==> config.mk <==
export PLATFORM = sky130hd
export DESIGN_NAME = sls_strap_led
export DESIGN_NICKNAME = d
export VERILOG_FILES = /design/src/hw/sls_pkg.sv /design/src/hw/sls_sync_if.sv /design/src/hw/sls_strap_led.sv /design/src/hw/sls_sync.sv /design/src/hw/sls_act_blink.sv
export SDC_FILE = /design/constraint.sdc
export NUM_CORES = 1
export LEC_CHECK = 0
export ABC_AREA = 1
export BUFFER_PORTS_ARGS = -buffer_cell sky130_fd_sc_hd__buf_4
export CAP_MARGIN = 20
export CORE_UTILIZATION = 56
export CTS_CLUSTER_SIZE = 20
export DETAILED_ROUTE_END_ITERATION = 6
export GPL_ROUTABILITY_DRIVEN = 0
export HOLD_SLACK_MARGIN = 0.02
export PLACE_DENSITY_LB_ADDON = 0.2
export SYNTH_ARGS = -nofsm -noshare
export SYNTH_HDL_FRONTEND = slang
export SYNTH_SLANG_ARGS = --single-unit
==> constraint.sdc <==
create_clock -name pclk -period 2.1 [get_ports pclk]
set_input_delay 0.42 -clock pclk [delete_from_list [all_inputs] [get_ports pclk]]
set_output_delay 0.42 -clock pclk [all_outputs]
set_load 0.03 [all_outputs]
==> src/hw/sls_pkg.sv <==
package sls_pkg;
   // Clock and timing
   localparam int CLK_PERIOD_NS = 4;
   localparam int ACT_TOGGLE_NS = 16000;
   localparam int ACT_TOGGLE_CYCLES = ACT_TOGGLE_NS / CLK_PERIOD_NS;
   localparam int SYNC_STAGES = 2;
   localparam logic [1:0] STRAP_SETTLE = 2'h2;

   // Synchronised pin vector layout
   localparam int SYNC_W = 10;
   localparam int PIN_COL = 0;
   localparam int PIN_CRS = 1;
   localparam int PIN_INT = 2;
   localparam int PIN_SPD = 3;
   localparam int PIN_DUP = 4;
   localparam int PIN_ACT = 5;
   localparam int PIN_ADDR_LO = 6;
   localparam int PIN_PDN = 9;
   localparam int ADDR_HI_W = 3;

   // Register byte offsets
   localparam logic [7:0] REG_CTRL0 = 8'h00;
   localparam logic [7:0] REG_CTRL1F = 8'h04;
   localparam logic [7:0] REG_STRAP = 8'h08;
   localparam logic [7:0] REG_IRQ_STAT = 8'h0C;
   localparam logic [7:0] REG_IRQ_MASK = 8'h10;
   localparam logic [7:0] REG_LIVE = 8'h14;

   // Field positions
   localparam int BIT_DUPLEX = 8;
   localparam int BIT_ANEG = 12;
   localparam int BIT_SPEED = 13;
   localparam int BIT_INT_POL = 9;
   localparam int BIT_ST_RMII = 0;
   localparam int BIT_ST_BTB = 1;
   localparam int BIT_ST_ADDR = 2;
   localparam int EV_LINK = 0;
   localparam int EV_PDOWN = 1;
   localparam int EV_STRAP = 2;
   localparam int EV_W = 3;

   // Reset values
   localparam logic [4:0] STATION_ADDR_RST = 5'h01;
   localparam logic [EV_W-1:0] IRQ_MASK_RST = 3'h0;

   typedef enum logic [1:0] {
      SLS_SETTLE = 2'b00,
      SLS_CAPTURE = 2'b01,
      SLS_RUN = 2'b10
   } sls_state_t;
endpackage

==> src/hw/sls_sync_if.sv <==
`timescale 1ns/1ps
interface sls_sync_if #(parameter int W = 1);
   logic [W-1:0] q;
   modport src (output q);
   modport dst (input q);
endinterface

==> src/hw/sls_strap_led.sv <==
// Overview of operation
// - Strap pins float during reset, drive afterwards
// - Collision pin strap selects reduced MII
// - Carrier pin strap selects back-to-back mode when the collision strap is also high
// - Interrupt pin polarity from control bit 9
// - Interrupt pin strap gives address bit 0
// - Link indicator low when link is up
// - Speed strap loads speed bit; low=100
// - Duplex strap loads duplex bit; low=full
// - Activity strap loads autoneg; pin toggles
// - Power-down input low enters power-down
// - Unstrapped station address comes up 00001
//
// Decided for this implementation: the APB slave port and the address map.
`timescale 1ns/1ps
module sls_strap_led #(
   parameter int ACT_HALF = sls_pkg::ACT_TOGGLE_CYCLES
) (
   input wire logic pclk,
   input wire logic presetn,
   input wire logic ce,
   input wire logic psel,
   input wire logic penable,
   input wire logic pwrite,
   input wire logic [7:0] paddr,
   input wire logic [31:0] pwdata,
   output logic [31:0] prdata,
   output logic pready,
   output logic pslverr,
   input wire logic link_up,
   input wire logic speed_100,
   input wire logic full_duplex,
   input wire logic activity,
   input wire logic mii_col,
   input wire logic mii_crs,
   input wire logic core_int,
   input wire logic col_i,
   output logic col_o,
   output logic col_oe,
   input wire logic crs_i,
   output logic crs_o,
   output logic crs_oe,
   input wire logic int_i,
   output logic int_o,
   output logic int_oe,
   output logic link_indicator,
   output logic link_oe,
   input wire logic speed_i,
   output logic speed_indicator,
   output logic speed_oe,
   input wire logic duplex_i,
   output logic duplex_indicator,
   output logic duplex_oe,
   input wire logic activity_i,
   output logic activity_indicator,
   output logic activity_oe,
   input wire logic [2:0] addr_hi_i,
   input wire logic power_down_n,
   output logic strap_pull_en,
   output logic power_down,
   output logic reduced_mii,
   output logic reduced_mii_back_to_back,
   output logic [4:0] station_address,
   output logic speed_select,
   output logic duplex_select,
   output logic autoneg_enable_bit,
   output logic irq
);
   typedef struct packed {
      sls_pkg::sls_state_t st;
      logic [1:0] wait_cnt;
      logic rmii;
      logic btb;
      logic [4:0] addr;
      logic spd;
      logic dup;
      logic aneg;
      logic int_pol;
      logic [sls_pkg::EV_W-1:0] stat;
      logic [sls_pkg::EV_W-1:0] mask;
      logic link_q;
      logic pd;
      logic rdy;
      logic err;
      logic [31:0] rdata;
      logic col;
      logic crs;
      logic intp;
      logic link;
      logic spdp;
      logic dupp;
      logic oe;
      logic irq;
   } sls_top_t;

   sls_top_t r;
   sls_top_t next_r;
   logic int_active;
   logic [sls_pkg::EV_W-1:0] ev_set;
   logic [sls_pkg::EV_W-1:0] ev_clr;
   logic wr_done;
   logic act_led;

   sls_sync_if #(.W(sls_pkg::SYNC_W)) pins ();

   // Straps cross here; power-down enters as a request so reset zeros mean none
   sls_sync #(.W(sls_pkg::SYNC_W)) u_sync (
      .pclk(pclk),
      .presetn(presetn),
      .ce(ce),
      .d({!power_down_n, addr_hi_i, activity_i, duplex_i, speed_i, int_i, crs_i, col_i}),
      .out(pins)
   );

   sls_act_blink #(.HALF(ACT_HALF)) u_blink (
      .pclk(pclk),
      .presetn(presetn),
      .ce(ce),
      .run(r.st == sls_pkg::SLS_RUN),
      .activity(activity),
      .led_n(act_led)
   );

   // Address decode for the error flag; the read path decodes in sls_read
   function automatic logic sls_mapped(input logic [7:0] a);
      sls_mapped = (a == sls_pkg::REG_CTRL0) || (a == sls_pkg::REG_CTRL1F) ||
         (a == sls_pkg::REG_STRAP) || (a == sls_pkg::REG_IRQ_STAT) ||
         (a == sls_pkg::REG_IRQ_MASK) || (a == sls_pkg::REG_LIVE);
   endfunction

   function automatic logic [31:0] sls_read(input sls_top_t s, input logic [7:0] a);
      sls_read = 32'h00000000;
      case (a)
         sls_pkg::REG_CTRL0: begin
            sls_read[sls_pkg::BIT_SPEED] = s.spd;
            sls_read[sls_pkg::BIT_ANEG] = s.aneg;
            sls_read[sls_pkg::BIT_DUPLEX] = s.dup;
         end
         sls_pkg::REG_CTRL1F: sls_read[sls_pkg::BIT_INT_POL] = s.int_pol;
         sls_pkg::REG_STRAP: begin
            sls_read[sls_pkg::BIT_ST_RMII] = s.rmii;
            sls_read[sls_pkg::BIT_ST_BTB] = s.btb;
            sls_read[sls_pkg::BIT_ST_ADDR +: 5] = s.addr;
         end
         sls_pkg::REG_IRQ_STAT: sls_read[sls_pkg::EV_W-1:0] = s.stat;
         sls_pkg::REG_IRQ_MASK: sls_read[sls_pkg::EV_W-1:0] = s.mask;
         sls_pkg::REG_LIVE: sls_read[3:0] = {s.pd, s.st == sls_pkg::SLS_RUN, s.link_q, s.irq};
         default: sls_read = 32'h00000000;
      endcase
   endfunction

   // Interrupt pin carries core or masked local events
   assign int_active = core_int | (|(r.stat & r.mask));
   assign wr_done = psel && penable && r.rdy && pwrite && !r.err;

   // Hardware events; a set in the clearing cycle survives
   always_comb begin
      ev_set = '0;
      ev_set[sls_pkg::EV_LINK] = (r.st == sls_pkg::SLS_RUN) && (link_up != r.link_q);
      ev_set[sls_pkg::EV_PDOWN] = pins.q[sls_pkg::PIN_PDN] && !r.pd;
      ev_set[sls_pkg::EV_STRAP] = (r.st == sls_pkg::SLS_CAPTURE);
      ev_clr = '0;
      if (wr_done && paddr == sls_pkg::REG_IRQ_STAT) begin
         ev_clr = pwdata[sls_pkg::EV_W-1:0];
      end
   end

   // Strap sequencer, register file and pin drivers
   always_comb begin
      next_r = r;
      if (ce) begin
         case (r.st)
            sls_pkg::SLS_SETTLE: begin
               // Synchroniser holds reset zeros until it has refilled
               if (r.wait_cnt == sls_pkg::STRAP_SETTLE) begin
                  next_r.st = sls_pkg::SLS_CAPTURE;
               end else begin
                  next_r.wait_cnt = r.wait_cnt + 2'h1;
               end
            end
            sls_pkg::SLS_CAPTURE: begin
               next_r.rmii = pins.q[sls_pkg::PIN_COL];
               next_r.btb = pins.q[sls_pkg::PIN_CRS] & pins.q[sls_pkg::PIN_COL];
               next_r.addr = {pins.q[sls_pkg::PIN_ADDR_LO +: sls_pkg::ADDR_HI_W], 1'b0,
                  pins.q[sls_pkg::PIN_INT]};
               next_r.spd = pins.q[sls_pkg::PIN_SPD];
               next_r.dup = pins.q[sls_pkg::PIN_DUP];
               next_r.aneg = pins.q[sls_pkg::PIN_ACT];
               next_r.st = sls_pkg::SLS_RUN;
            end
            sls_pkg::SLS_RUN: next_r.st = sls_pkg::SLS_RUN;
            default: next_r.st = sls_pkg::SLS_SETTLE;
         endcase

         next_r.link_q = link_up;
         next_r.pd = pins.q[sls_pkg::PIN_PDN];
         next_r.stat = (r.stat & ~ev_clr) | ev_set;

         // APB: one wait state, write lands on the pready edge
         next_r.rdy = 1'b0;
         next_r.err = 1'b0;
         if (psel && penable && !r.rdy) begin
            next_r.rdy = 1'b1;
            next_r.err = !sls_mapped(paddr);
            next_r.rdata = pwrite ? 32'h00000000 : sls_read(r, paddr);
         end
         if (wr_done) begin
            case (paddr)
               sls_pkg::REG_CTRL0: begin
                  next_r.spd = pwdata[sls_pkg::BIT_SPEED];
                  next_r.aneg = pwdata[sls_pkg::BIT_ANEG];
                  next_r.dup = pwdata[sls_pkg::BIT_DUPLEX];
               end
               sls_pkg::REG_CTRL1F: next_r.int_pol = pwdata[sls_pkg::BIT_INT_POL];
               sls_pkg::REG_IRQ_MASK: next_r.mask = pwdata[sls_pkg::EV_W-1:0];
               default: next_r.int_pol = r.int_pol;
            endcase
         end

         // Pins released only once straps are safely held
         next_r.oe = (next_r.st == sls_pkg::SLS_RUN);
         next_r.col = mii_col;
         next_r.crs = mii_crs;
         next_r.intp = r.int_pol ? int_active : !int_active;
         next_r.link = !link_up;
         next_r.spdp = !speed_100;
         next_r.dupp = !full_duplex;
         next_r.irq = |(next_r.stat & r.mask);
      end
   end

   // Reset leaves address 00001 as the pulls would give
   always_ff @(posedge pclk or negedge presetn) begin
      if (!presetn) begin
         r <= '0;
         r.addr <= sls_pkg::STATION_ADDR_RST;
         r.mask <= sls_pkg::IRQ_MASK_RST;
         r.intp <= 1'b1;
         r.link <= 1'b1;
         r.spdp <= 1'b1;
         r.dupp <= 1'b1;
      end else begin
         r <= next_r;
      end
   end

   assign prdata = r.rdata;
   assign pready = r.rdy;
   assign pslverr = r.err;
   assign col_o = r.col;
   assign col_oe = r.oe;
   assign crs_o = r.crs;
   assign crs_oe = r.oe;
   assign int_o = r.intp;
   assign int_oe = r.oe;
   assign link_indicator = r.link;
   assign link_oe = r.oe;
   assign speed_indicator = r.spdp;
   assign speed_oe = r.oe;
   assign duplex_indicator = r.dupp;
   assign duplex_oe = r.oe;
   assign activity_indicator = act_led;
   assign activity_oe = r.oe;
   assign strap_pull_en = !r.oe;
   assign power_down = r.pd;
   assign reduced_mii = r.rmii;
   assign reduced_mii_back_to_back = r.btb;
   assign station_address = r.addr;
   assign speed_select = r.spd;
   assign duplex_select = r.dup;
   assign autoneg_enable_bit = r.aneg;
   assign irq = r.irq;

   property p_pins_float;
      @(posedge pclk) disable iff (!presetn)
      (r.st != sls_pkg::SLS_RUN) |-> (!col_oe && !int_oe && !speed_oe && strap_pull_en);
   endproperty
   a_pins_float: assert property (p_pins_float) else $error("strap pin driven before run");

   property p_rmii_capture;
      @(posedge pclk) disable iff (!presetn)
      (ce && r.st == sls_pkg::SLS_CAPTURE) |=> (reduced_mii == $past(pins.q[sls_pkg::PIN_COL])) && col_oe;
   endproperty
   a_rmii_capture: assert property (p_rmii_capture) else $error("reduced mii strap not taken");

   property p_btb_gate;
      @(posedge pclk) disable iff (!presetn)
      reduced_mii_back_to_back |-> reduced_mii;
   endproperty
   a_btb_gate: assert property (p_btb_gate) else $error("back-to-back without reduced mii");

   property p_int_pol;
      @(posedge pclk) disable iff (!presetn)
      (ce && r.st == sls_pkg::SLS_RUN) |=> (int_o == ($past(r.int_pol) ~^ $past(int_active)));
   endproperty
   a_int_pol: assert property (p_int_pol) else $error("interrupt pin polarity wrong");

   property p_addr0;
      @(posedge pclk) disable iff (!presetn)
      (ce && r.st == sls_pkg::SLS_CAPTURE) |=> (station_address[0] == $past(pins.q[sls_pkg::PIN_INT]));
   endproperty
   a_addr0: assert property (p_addr0) else $error("address bit 0 not latched");

   property p_link;
      @(posedge pclk) disable iff (!presetn)
      (ce && link_up) ##1 (ce && link_up) |=> !link_indicator;
   endproperty
   a_link: assert property (p_link) else $error("link indicator not low with link");

   property p_speed;
      @(posedge pclk) disable iff (!presetn)
      ce |=> (speed_indicator == !$past(speed_100)) && (duplex_indicator == !$past(full_duplex));
   endproperty
   a_speed: assert property (p_speed) else $error("speed or duplex indicator wrong");

   property p_dup_strap;
      @(posedge pclk) disable iff (!presetn)
      (ce && r.st == sls_pkg::SLS_CAPTURE) |=> (duplex_select == $past(pins.q[sls_pkg::PIN_DUP]))
         && (speed_select == $past(pins.q[sls_pkg::PIN_SPD]));
   endproperty
   a_dup_strap: assert property (p_dup_strap) else $error("duplex or speed strap not loaded");

   property p_power_down;
      @(posedge pclk) disable iff (!presetn)
      ce |=> (power_down == $past(pins.q[sls_pkg::PIN_PDN]));
   endproperty
   a_power_down: assert property (p_power_down) else $error("power-down does not follow input");

   property p_hold;
      @(posedge pclk) disable iff (!presetn)
      (r.st == sls_pkg::SLS_RUN) |=> $stable(reduced_mii) && $stable(station_address) && $stable(r.st);
   endproperty
   a_hold: assert property (p_hold) else $error("strap value changed after capture");

   property p_addr_reset;
      @(posedge pclk) disable iff (!presetn)
      (r.st == sls_pkg::SLS_SETTLE) |-> (station_address == sls_pkg::STATION_ADDR_RST);
   endproperty
   a_addr_reset: assert property (p_addr_reset) else $error("station address default wrong");
endmodule

==> src/hw/sls_sync.sv <==
`timescale 1ns/1ps
module sls_sync #(
   parameter int W = 1
) (
   input wire logic pclk,
   input wire logic presetn,
   input wire logic ce,
   input wire logic [W-1:0] d,
   sls_sync_if.src out
);
   typedef struct packed {
      logic [W-1:0] s1;
      logic [W-1:0] s2;
   } sls_sync_st_t;

   sls_sync_st_t r;
   sls_sync_st_t next_r;

   // First stage feeds only the second one
   always_comb begin
      next_r = r;
      if (ce) begin
         next_r.s1 = d;
         next_r.s2 = r.s1;
      end
   end

   always_ff @(posedge pclk or negedge presetn) begin
      if (!presetn) begin
         r <= '0;
      end else begin
         r <= next_r;
      end
   end

   assign out.q = r.s2;
endmodule

==> src/hw/sls_act_blink.sv <==
`timescale 1ns/1ps
module sls_act_blink #(
   parameter int HALF = sls_pkg::ACT_TOGGLE_CYCLES
) (
   input wire logic pclk,
   input wire logic presetn,
   input wire logic ce,
   input wire logic run,
   input wire logic activity,
   output logic led_n
);
   typedef struct packed {
      logic [15:0] cnt;
      logic seen;
      logic led;
   } sls_blink_t;

   localparam logic [15:0] LAST = 16'(HALF - 1);

   sls_blink_t r;
   sls_blink_t next_r;

   // Toggle once per period while traffic was seen, else stay dark
   always_comb begin
      next_r = r;
      if (ce) begin
         if (!run) begin
            next_r = '0;
            next_r.led = 1'b1;
         end else if (r.cnt == LAST) begin
            next_r.cnt = '0;
            next_r.seen = activity;
            next_r.led = r.seen ? ~r.led : 1'b1;
         end else begin
            next_r.cnt = r.cnt + 16'h0001;
            next_r.seen = r.seen | activity;
         end
      end
   end

   always_ff @(posedge pclk or negedge presetn) begin
      if (!presetn) begin
         r <= '{cnt: 16'h0000, seen: 1'b0, led: 1'b1};
      end else begin
         r <= next_r;
      end
   end

   assign led_n = r.led;

   property p_blink_dark;
      @(posedge pclk) disable iff (!presetn)
      (ce && !run) |=> led_n;
   endproperty
   a_blink_dark: assert property (p_blink_dark) else $error("activity led lit while not running");

   property p_blink_toggle;
      @(posedge pclk) disable iff (!presetn)
      (ce && run && r.cnt == LAST && r.seen) |=> (led_n != $past(led_n));
   endproperty
   a_blink_toggle: assert property (p_blink_toggle) else $error("activity led did not toggle");
endmodule

Word level (Yosys, flattened, before mapping)
Index checks and enable logic that the tools add are counted.

storage, ports and cells
  flip-flop bits (word level) = 102
  memory bits (read-only) = 0
  logic and storage cells = 108
  memories kept = 0
  RAM bits = 0
  input bits = 63
  bits in latches = 0

operators by class
  reduce and logical (&&, ||, !) cells = 34
  equal/unequal tests = 12
  bitwise logic cells = 10
  order comparisons = 0
  muxes and demuxes = 21
  multipliers = 0
  shift operators = 0
  div/mod/pow operators = 0
  add/sub/neg operators = 2

operators with widths
  kind                                                               number
  34-bit two-way mux                                                 1
  18-bit two-way mux                                                 1
  17-bit two-way mux                                                 1
  16-bit by 1-bit adder with 16-bit output, second input constant    1
  16-bit by 12-bit == test with 1-bit output, second input constant  1
  8-bit by 4-bit == test with 1-bit output, second input constant    2
  8-bit by 5-bit == test with 1-bit output, second input constant    2
  14-bit two-way mux                                                 1
  3-bit two-way mux                                                  4
  3-bit case mux with 4 select lines                                 1
  1-bit logical NOT                                                  10
  3-bit AND                                                          3
  3-bit AND reduction                                                3
  8-bit by 3-bit == test with 1-bit output, second input constant    1
  1-bit logical AND                                                  8
  8-bit logical NOT                                                  1
  1-bit two-way mux                                                  7
  2-bit == test, second input constant                               3
  2-bit two-way mux                                                  3
  2-bit AND reduction                                                3
  3-bit OR reduction                                                 2
  1-bit logical OR                                                   5
  4-bit two-way mux                                                  1
  2-bit case mux with 2 select lines                                 1
  other kinds (11)                                                   13

Depth between registers and ports, before layout
  depth in word-level cells = 11
  mapped depth = 12

Hierarchy
Synthesis repeated with hierarchy kept, for this count alone.

second synthesis, totals
  cell total of the unflattened synthesis = 545
  area, all modules = 4364.2 um2

modules (own cells, without submodules)
  module         area each (um2)  cells each  instances
  sls_strap_led  2503.7           315         1
  sls_act_blink  1018.5           135         1
  sls_sync       842.1            95          1

Worst setup path after synthesis
No wires, ideal clock.

  kind = register -> register
  start point = reg u_blink.r[2] (netlist bit)
  end point = reg u_blink.r[14] (netlist bit)
  cell stages (with the launch flop) = 8
  slack = 0.702 ns
  setup time = 0.127 ns
  data arrival time = 1.271 ns
  path buffers = 0
  data required time = 1.973 ns
  path through = dfrtp_1 -> ha_1 -> nand3_1 -> nor2_1 -> nand2_1 -> nor3_1 -> xor2_1 -> nor2_1

between the ends
  cells in the longest elaborated chain, start to end = 3

RTL lines
  element                                                                                                        line                                      text
  start: declaration                                                                                             sls_act_blink.sv:20                       sls_blink_t r;
  start signal: assignment                                                                                       sls_act_blink.sv:43                       r <= '{cnt: 16'h0000, seen: 1'b0, led: 1'b1};
  start signal: assignment                                                                                       sls_act_blink.sv:45                       r <= next_r;
  16-bit by 1-bit adder with 16-bit output / 16-bit by 12-bit == test with 1-bit output (equally long branches)  sls_act_blink.sv:35, sls_act_blink.sv:30
  17-bit two-way mux (*)                                                                                         sls_act_blink.sv:30                       end else if (r.cnt == LAST) begin
  18-bit two-way mux (*)                                                                                         sls_act_blink.sv:27                       if (!run) begin

Every way passes the cells marked *; elsewhere a longest branch is shown, timed or not.
A chain may end at the register's enable or synchronous reset.

Final worst setup path
  start point = reg r[63] (netlist bit)
  end point = reg r (netlist bit irq)

between the ends
  cells in the longest elaborated chain, start to end = 5

RTL lines
  element                   line                  text
  start: declaration        sls_strap_led.sv:96   sls_top_t r;
  start signal: assignment  sls_strap_led.sv:243  r <= next_r;
  2-bit == test             sls_strap_led.sv:159  ev_set[sls_pkg::EV_LINK] = (r.st == sls_pkg::SLS_RUN) && (link_up != r.link_q);
  1-bit logical AND         sls_strap_led.sv:159
  3-bit OR (*)              sls_strap_led.sv:197  next_r.stat = (r.stat & ~ev_clr) | ev_set;
  3-bit AND (*)             sls_strap_led.sv:228  next_r.irq = |(next_r.stat & r.mask);
  3-bit OR reduction (*)    sls_strap_led.sv:228

Marked as above.

==> run_results.csv <==
group,metric,value,unit
run_status,status,"finished, final reports clean",
clock_tree,htreeDepth,3,
sta,timing.final.crit_period,1640,ps
grt,grt_use_total,0.221,
cells_and_area,nets,625,
power_and_ir_drop,combPwrFrac,0.297,
power_and_ir_drop,internal_power,0.00279,W
yosys,ys_ff_latch,81,
yosys,ys_seq_area_frac,0.489,
floorplan,core,7210,sq um
run,maxCapViolCount,0,
sta,hold_viol_final,0,
sta,fin_ws,455,ps
critical_path,cp.arrival,1940,ps
yosys,syn_area,4160,sq um
cells_and_area,register_area,2030,sq um
place,dp_hpwl,6120,um
critical_path,path_buf_inv,2,
clock_tree,clk_pin_slew,90,ps
floorplan,chipHeight,88.2,um
grt,grt_max_degree,37,
critical_path,required,2400,ps
yosys,netlist_instances,499,
critical_path,worstSetupStartpointType,"flip-flop",
clock_tree,tritoncts,"yes",
sta,fin_tns_setup,0,ps
floorplan,die_w,88.2,um
power_and_ir_drop,p_leak,2.41,nW
sta,fin_skew,12.8,ps
clock_tree,cts_buffers,9,
cells_and_area,layout_commonest_cell,"nand2_1",
critical_path,path_depth,9,
power_and_ir_drop,ir_drop,0.639,mV
power_and_ir_drop,p_switching,0.00156,W
yosys,synth_warnings,0,
power_and_ir_drop,power,0.00435,W
sta,setup_viol,0,
route,totalWireLength,8190,um
sta,fmax,0.608,GHz
grt,grt_pass1_wl,13000,um
route,vias_per_cell,4.96,
power_and_ir_drop,powerDensity,906,nW/um^2
place,placed_area,4600,sq um
critical_path,path_common_cell,"nand2_1",
sta,report.final.slew_viol_count,0,
critical_path,cp_top_family,"flip-flops",
clock_tree,cts.root.buffer_cell,"clkbuf_8",
critical_path,worst_path_largest_cell_delay,430,ps
cells_and_area,final_cell_mix,"135 x nand2_1, 81 x buf_4, 75 x dfrtp_1",
cells_and_area,syn2layout_area_growth,15.5,%
sta,timing.final.crit_share,0.783,
place,post-place-ws,440,ps
power_and_ir_drop,switching_share,0.359,
floorplan,die_area,7770,sq um
clock_tree,cts.sinks,81,
grt,grt_antenna_before_repair,0,
cells_and_area,fillers,651,
floorplan,ioPinCount,124,
clock_tree,clock_path_buffers,2,
yosys,synth_cell_type_count,37,
grt,grt_remaining_overflow,0,
hold_path,whs_path_depth,2,
floorplan,start_util,0.576,
clock_tree,clkLatencyLatePin,350,ps
grt,first_global_vias,2952,
critical_path,path_class,"reg -> reg",
yosys,syn_avg_cell_area,8.33,sq um
cells_and_area,diodes,0,
critical_path,worstPathCellList,"inv_1 > ha_1 > o21ai_0 > a21o_1 > nand2_1 > nand2_1 > nand3_1 > nand2_1 > inv_1",
cells_and_area,multi_input_area,1640,sq um
place,port_buffers,76,
critical_path,worst_r2r_path_depth,9,
critical_path,end_kind,"flip-flop",
hold_path,hold_class,"in -> reg",
route,drt_iter0_drc,161,
route,antenna_left,0,
cells_and_area,fin_area,4800,sq um
route,drcViolationCount,0,
floorplan,rows,31,
critical_path,worst_path_max_delay_cell,"dfrtp_1",
route,wl_per_cell,12.4,um
sta,grt_setup_unrepaired,"no",
route,drt-pass1-iter-count,5,
sta,timing.hold.ws,222,ps
power_and_ir_drop,pwr-share-seq,0.448,
cells_and_area,drive_gt1_frac,0.217,
route,via_count,3274,
power_and_ir_drop,clockPowerShare,0.255,
critical_path,cp_max_fo,8,
[worst reg2reg max path: cells and delay by family, from the launching register on]
family / cells / cell delay (ps)
buffers and inverters: 2 / 150
AND/OR/NAND/NOR: 4 / 240
flip-flops: 1 / 430
adder cells (fa/ha/maj): 1 / 410
AO/OA/AOI/OAI: 2 / 340
[logic make-up (layout without fill, tap and decap cells)]
family | after synthesis | after routing | synth area share
xor+xnor | 9 | 9 | 0.0190
buf+inv | 105 | 146 | 0.136
flops | 81 | 81 | 0.489
compound gates | 72 | 72 | 0.0954
other cells | 1 | 22 | 0.000902
fa+ha+maj | 6 | 6 | 0.0181
simple gates | 225 | 225 | 0.241
[through the flow]
stage | util | cells
final | 0.665 | 660
after CTS | 0.665 | 660
after global routing | 0.665 | 660
after floorplan | - | 520
after global placement | 0.638 | 643
after detailed placement | 0.638 | 643
[power by group through the flow]
| stage | clock, W | combinational, W | sequential [W] |
|---|---|---|---|
| 3_3_place_gp | 0 | 0.00127 | 0.00197 |
| 6_report | 0.00111 | 0.00129 | 0.00195 |
| 4_1_cts | 0.00112 | 0.00130 | 0.00195 |
| 5_1_grt | 0.00118 | 0.00141 | 0.00198 |
| 3_5_place_dp | 0 | 0.00129 | 0.00198 |
| 2_1_floorplan | 0 | 0.000826 | 0.00209 |
[routing by layer]
| metal | routed length [um] | global-route usage | part of all wire |
|---|---|---|---|
| met2 | 3910 | 0.364 | 0.48 |
| met5 | 0 | 0 | 0 |
| met3 | 447 | 0.0471 | 0.055 |
| met1 | 3690 | 0.280 | 0.45 |
| met4 | 149 | 0.101 | 0.018 |
[registers in the layout, summed over array words and instances (netlist names), 4 cells and up]
name             cells
u_blink.r           17
r                   12
prdata              11
u_sync.out.q        10
u_sync.r            10
station_address      4
[Yosys cell counts, drive strengths merged]
library cell | instances | area share
xnor2 | 1 | 0.0021
nor4 | 1 | 0.0015
o22ai | 3 | 0.0045
nand2 | 136 | 0.12
nand3 | 28 | 0.037
nor3 | 11 | 0.022
a21o | 1 | 0.0018
a21oi | 13 | 0.018
o32ai | 1 | 0.0021
o21ai | 47 | 0.057
nor2 | 39 | 0.038
inv | 47 | 0.042
ha | 6 | 0.018
a31oi | 2 | 0.0030
conb | 1 | 0.00090
or2 | 2 | 0.0036
dfrtp | 75 | 0.45
o211ai | 3 | 0.0054
clkbuf | 8 | 0.0072
buf | 50 | 0.086
xor2 | 8 | 0.017
o31ai | 2 | 0.0036
nand4 | 8 | 0.015
dfstp | 6 | 0.038
[area by class of cell]
| cell class | count | share of cell area |
|---|---|---|
| clock buffers | 11 | 0.0274 |
| multi-input cells | 334 | 0.341 |
| inverters | 47 | 0.0368 |
| clock inverters | 5 | 0.0123 |
| flip-flops and latches | 81 | 0.424 |
| well taps | 99 | 0.0258 |
| repair buffers | 83 | 0.133 |
[worst paths after layout]
kind | start | end | slack (ps)
worst max-delay path | r[63]$_DFFE_PN0P_ | irq$_DFFE_PN0P_ | 460
worst min-delay path | speed_100 | speed_indicator$_DFFE_PN1P_ | 220
worst max register to register | r[63]$_DFFE_PN0P_ | irq$_DFFE_PN0P_ | 460
worst min register to register | u_sync.r[16]$_DFFE_PN0P_ | u_sync.r[16]$_DFFE_PN0P_ | 480
max in group asynchronous | presetn | u_blink.led_n$_DFFE_PN1P_ | 920
min in group asynchronous | presetn | duplex_select$_DFFE_PN0P_ | 550
[timing repair]
item / 4_1_cts / 5_1_grt
endpoints found under the setup margin: 0 / 0
hold buffers: 1 / 0
gates resized for setup: 0 / 0
setup buffers: 0 / 0
endpoints found under the hold margin: 6 / 0
Note: power is estimated with default switching activity, not from simulation.
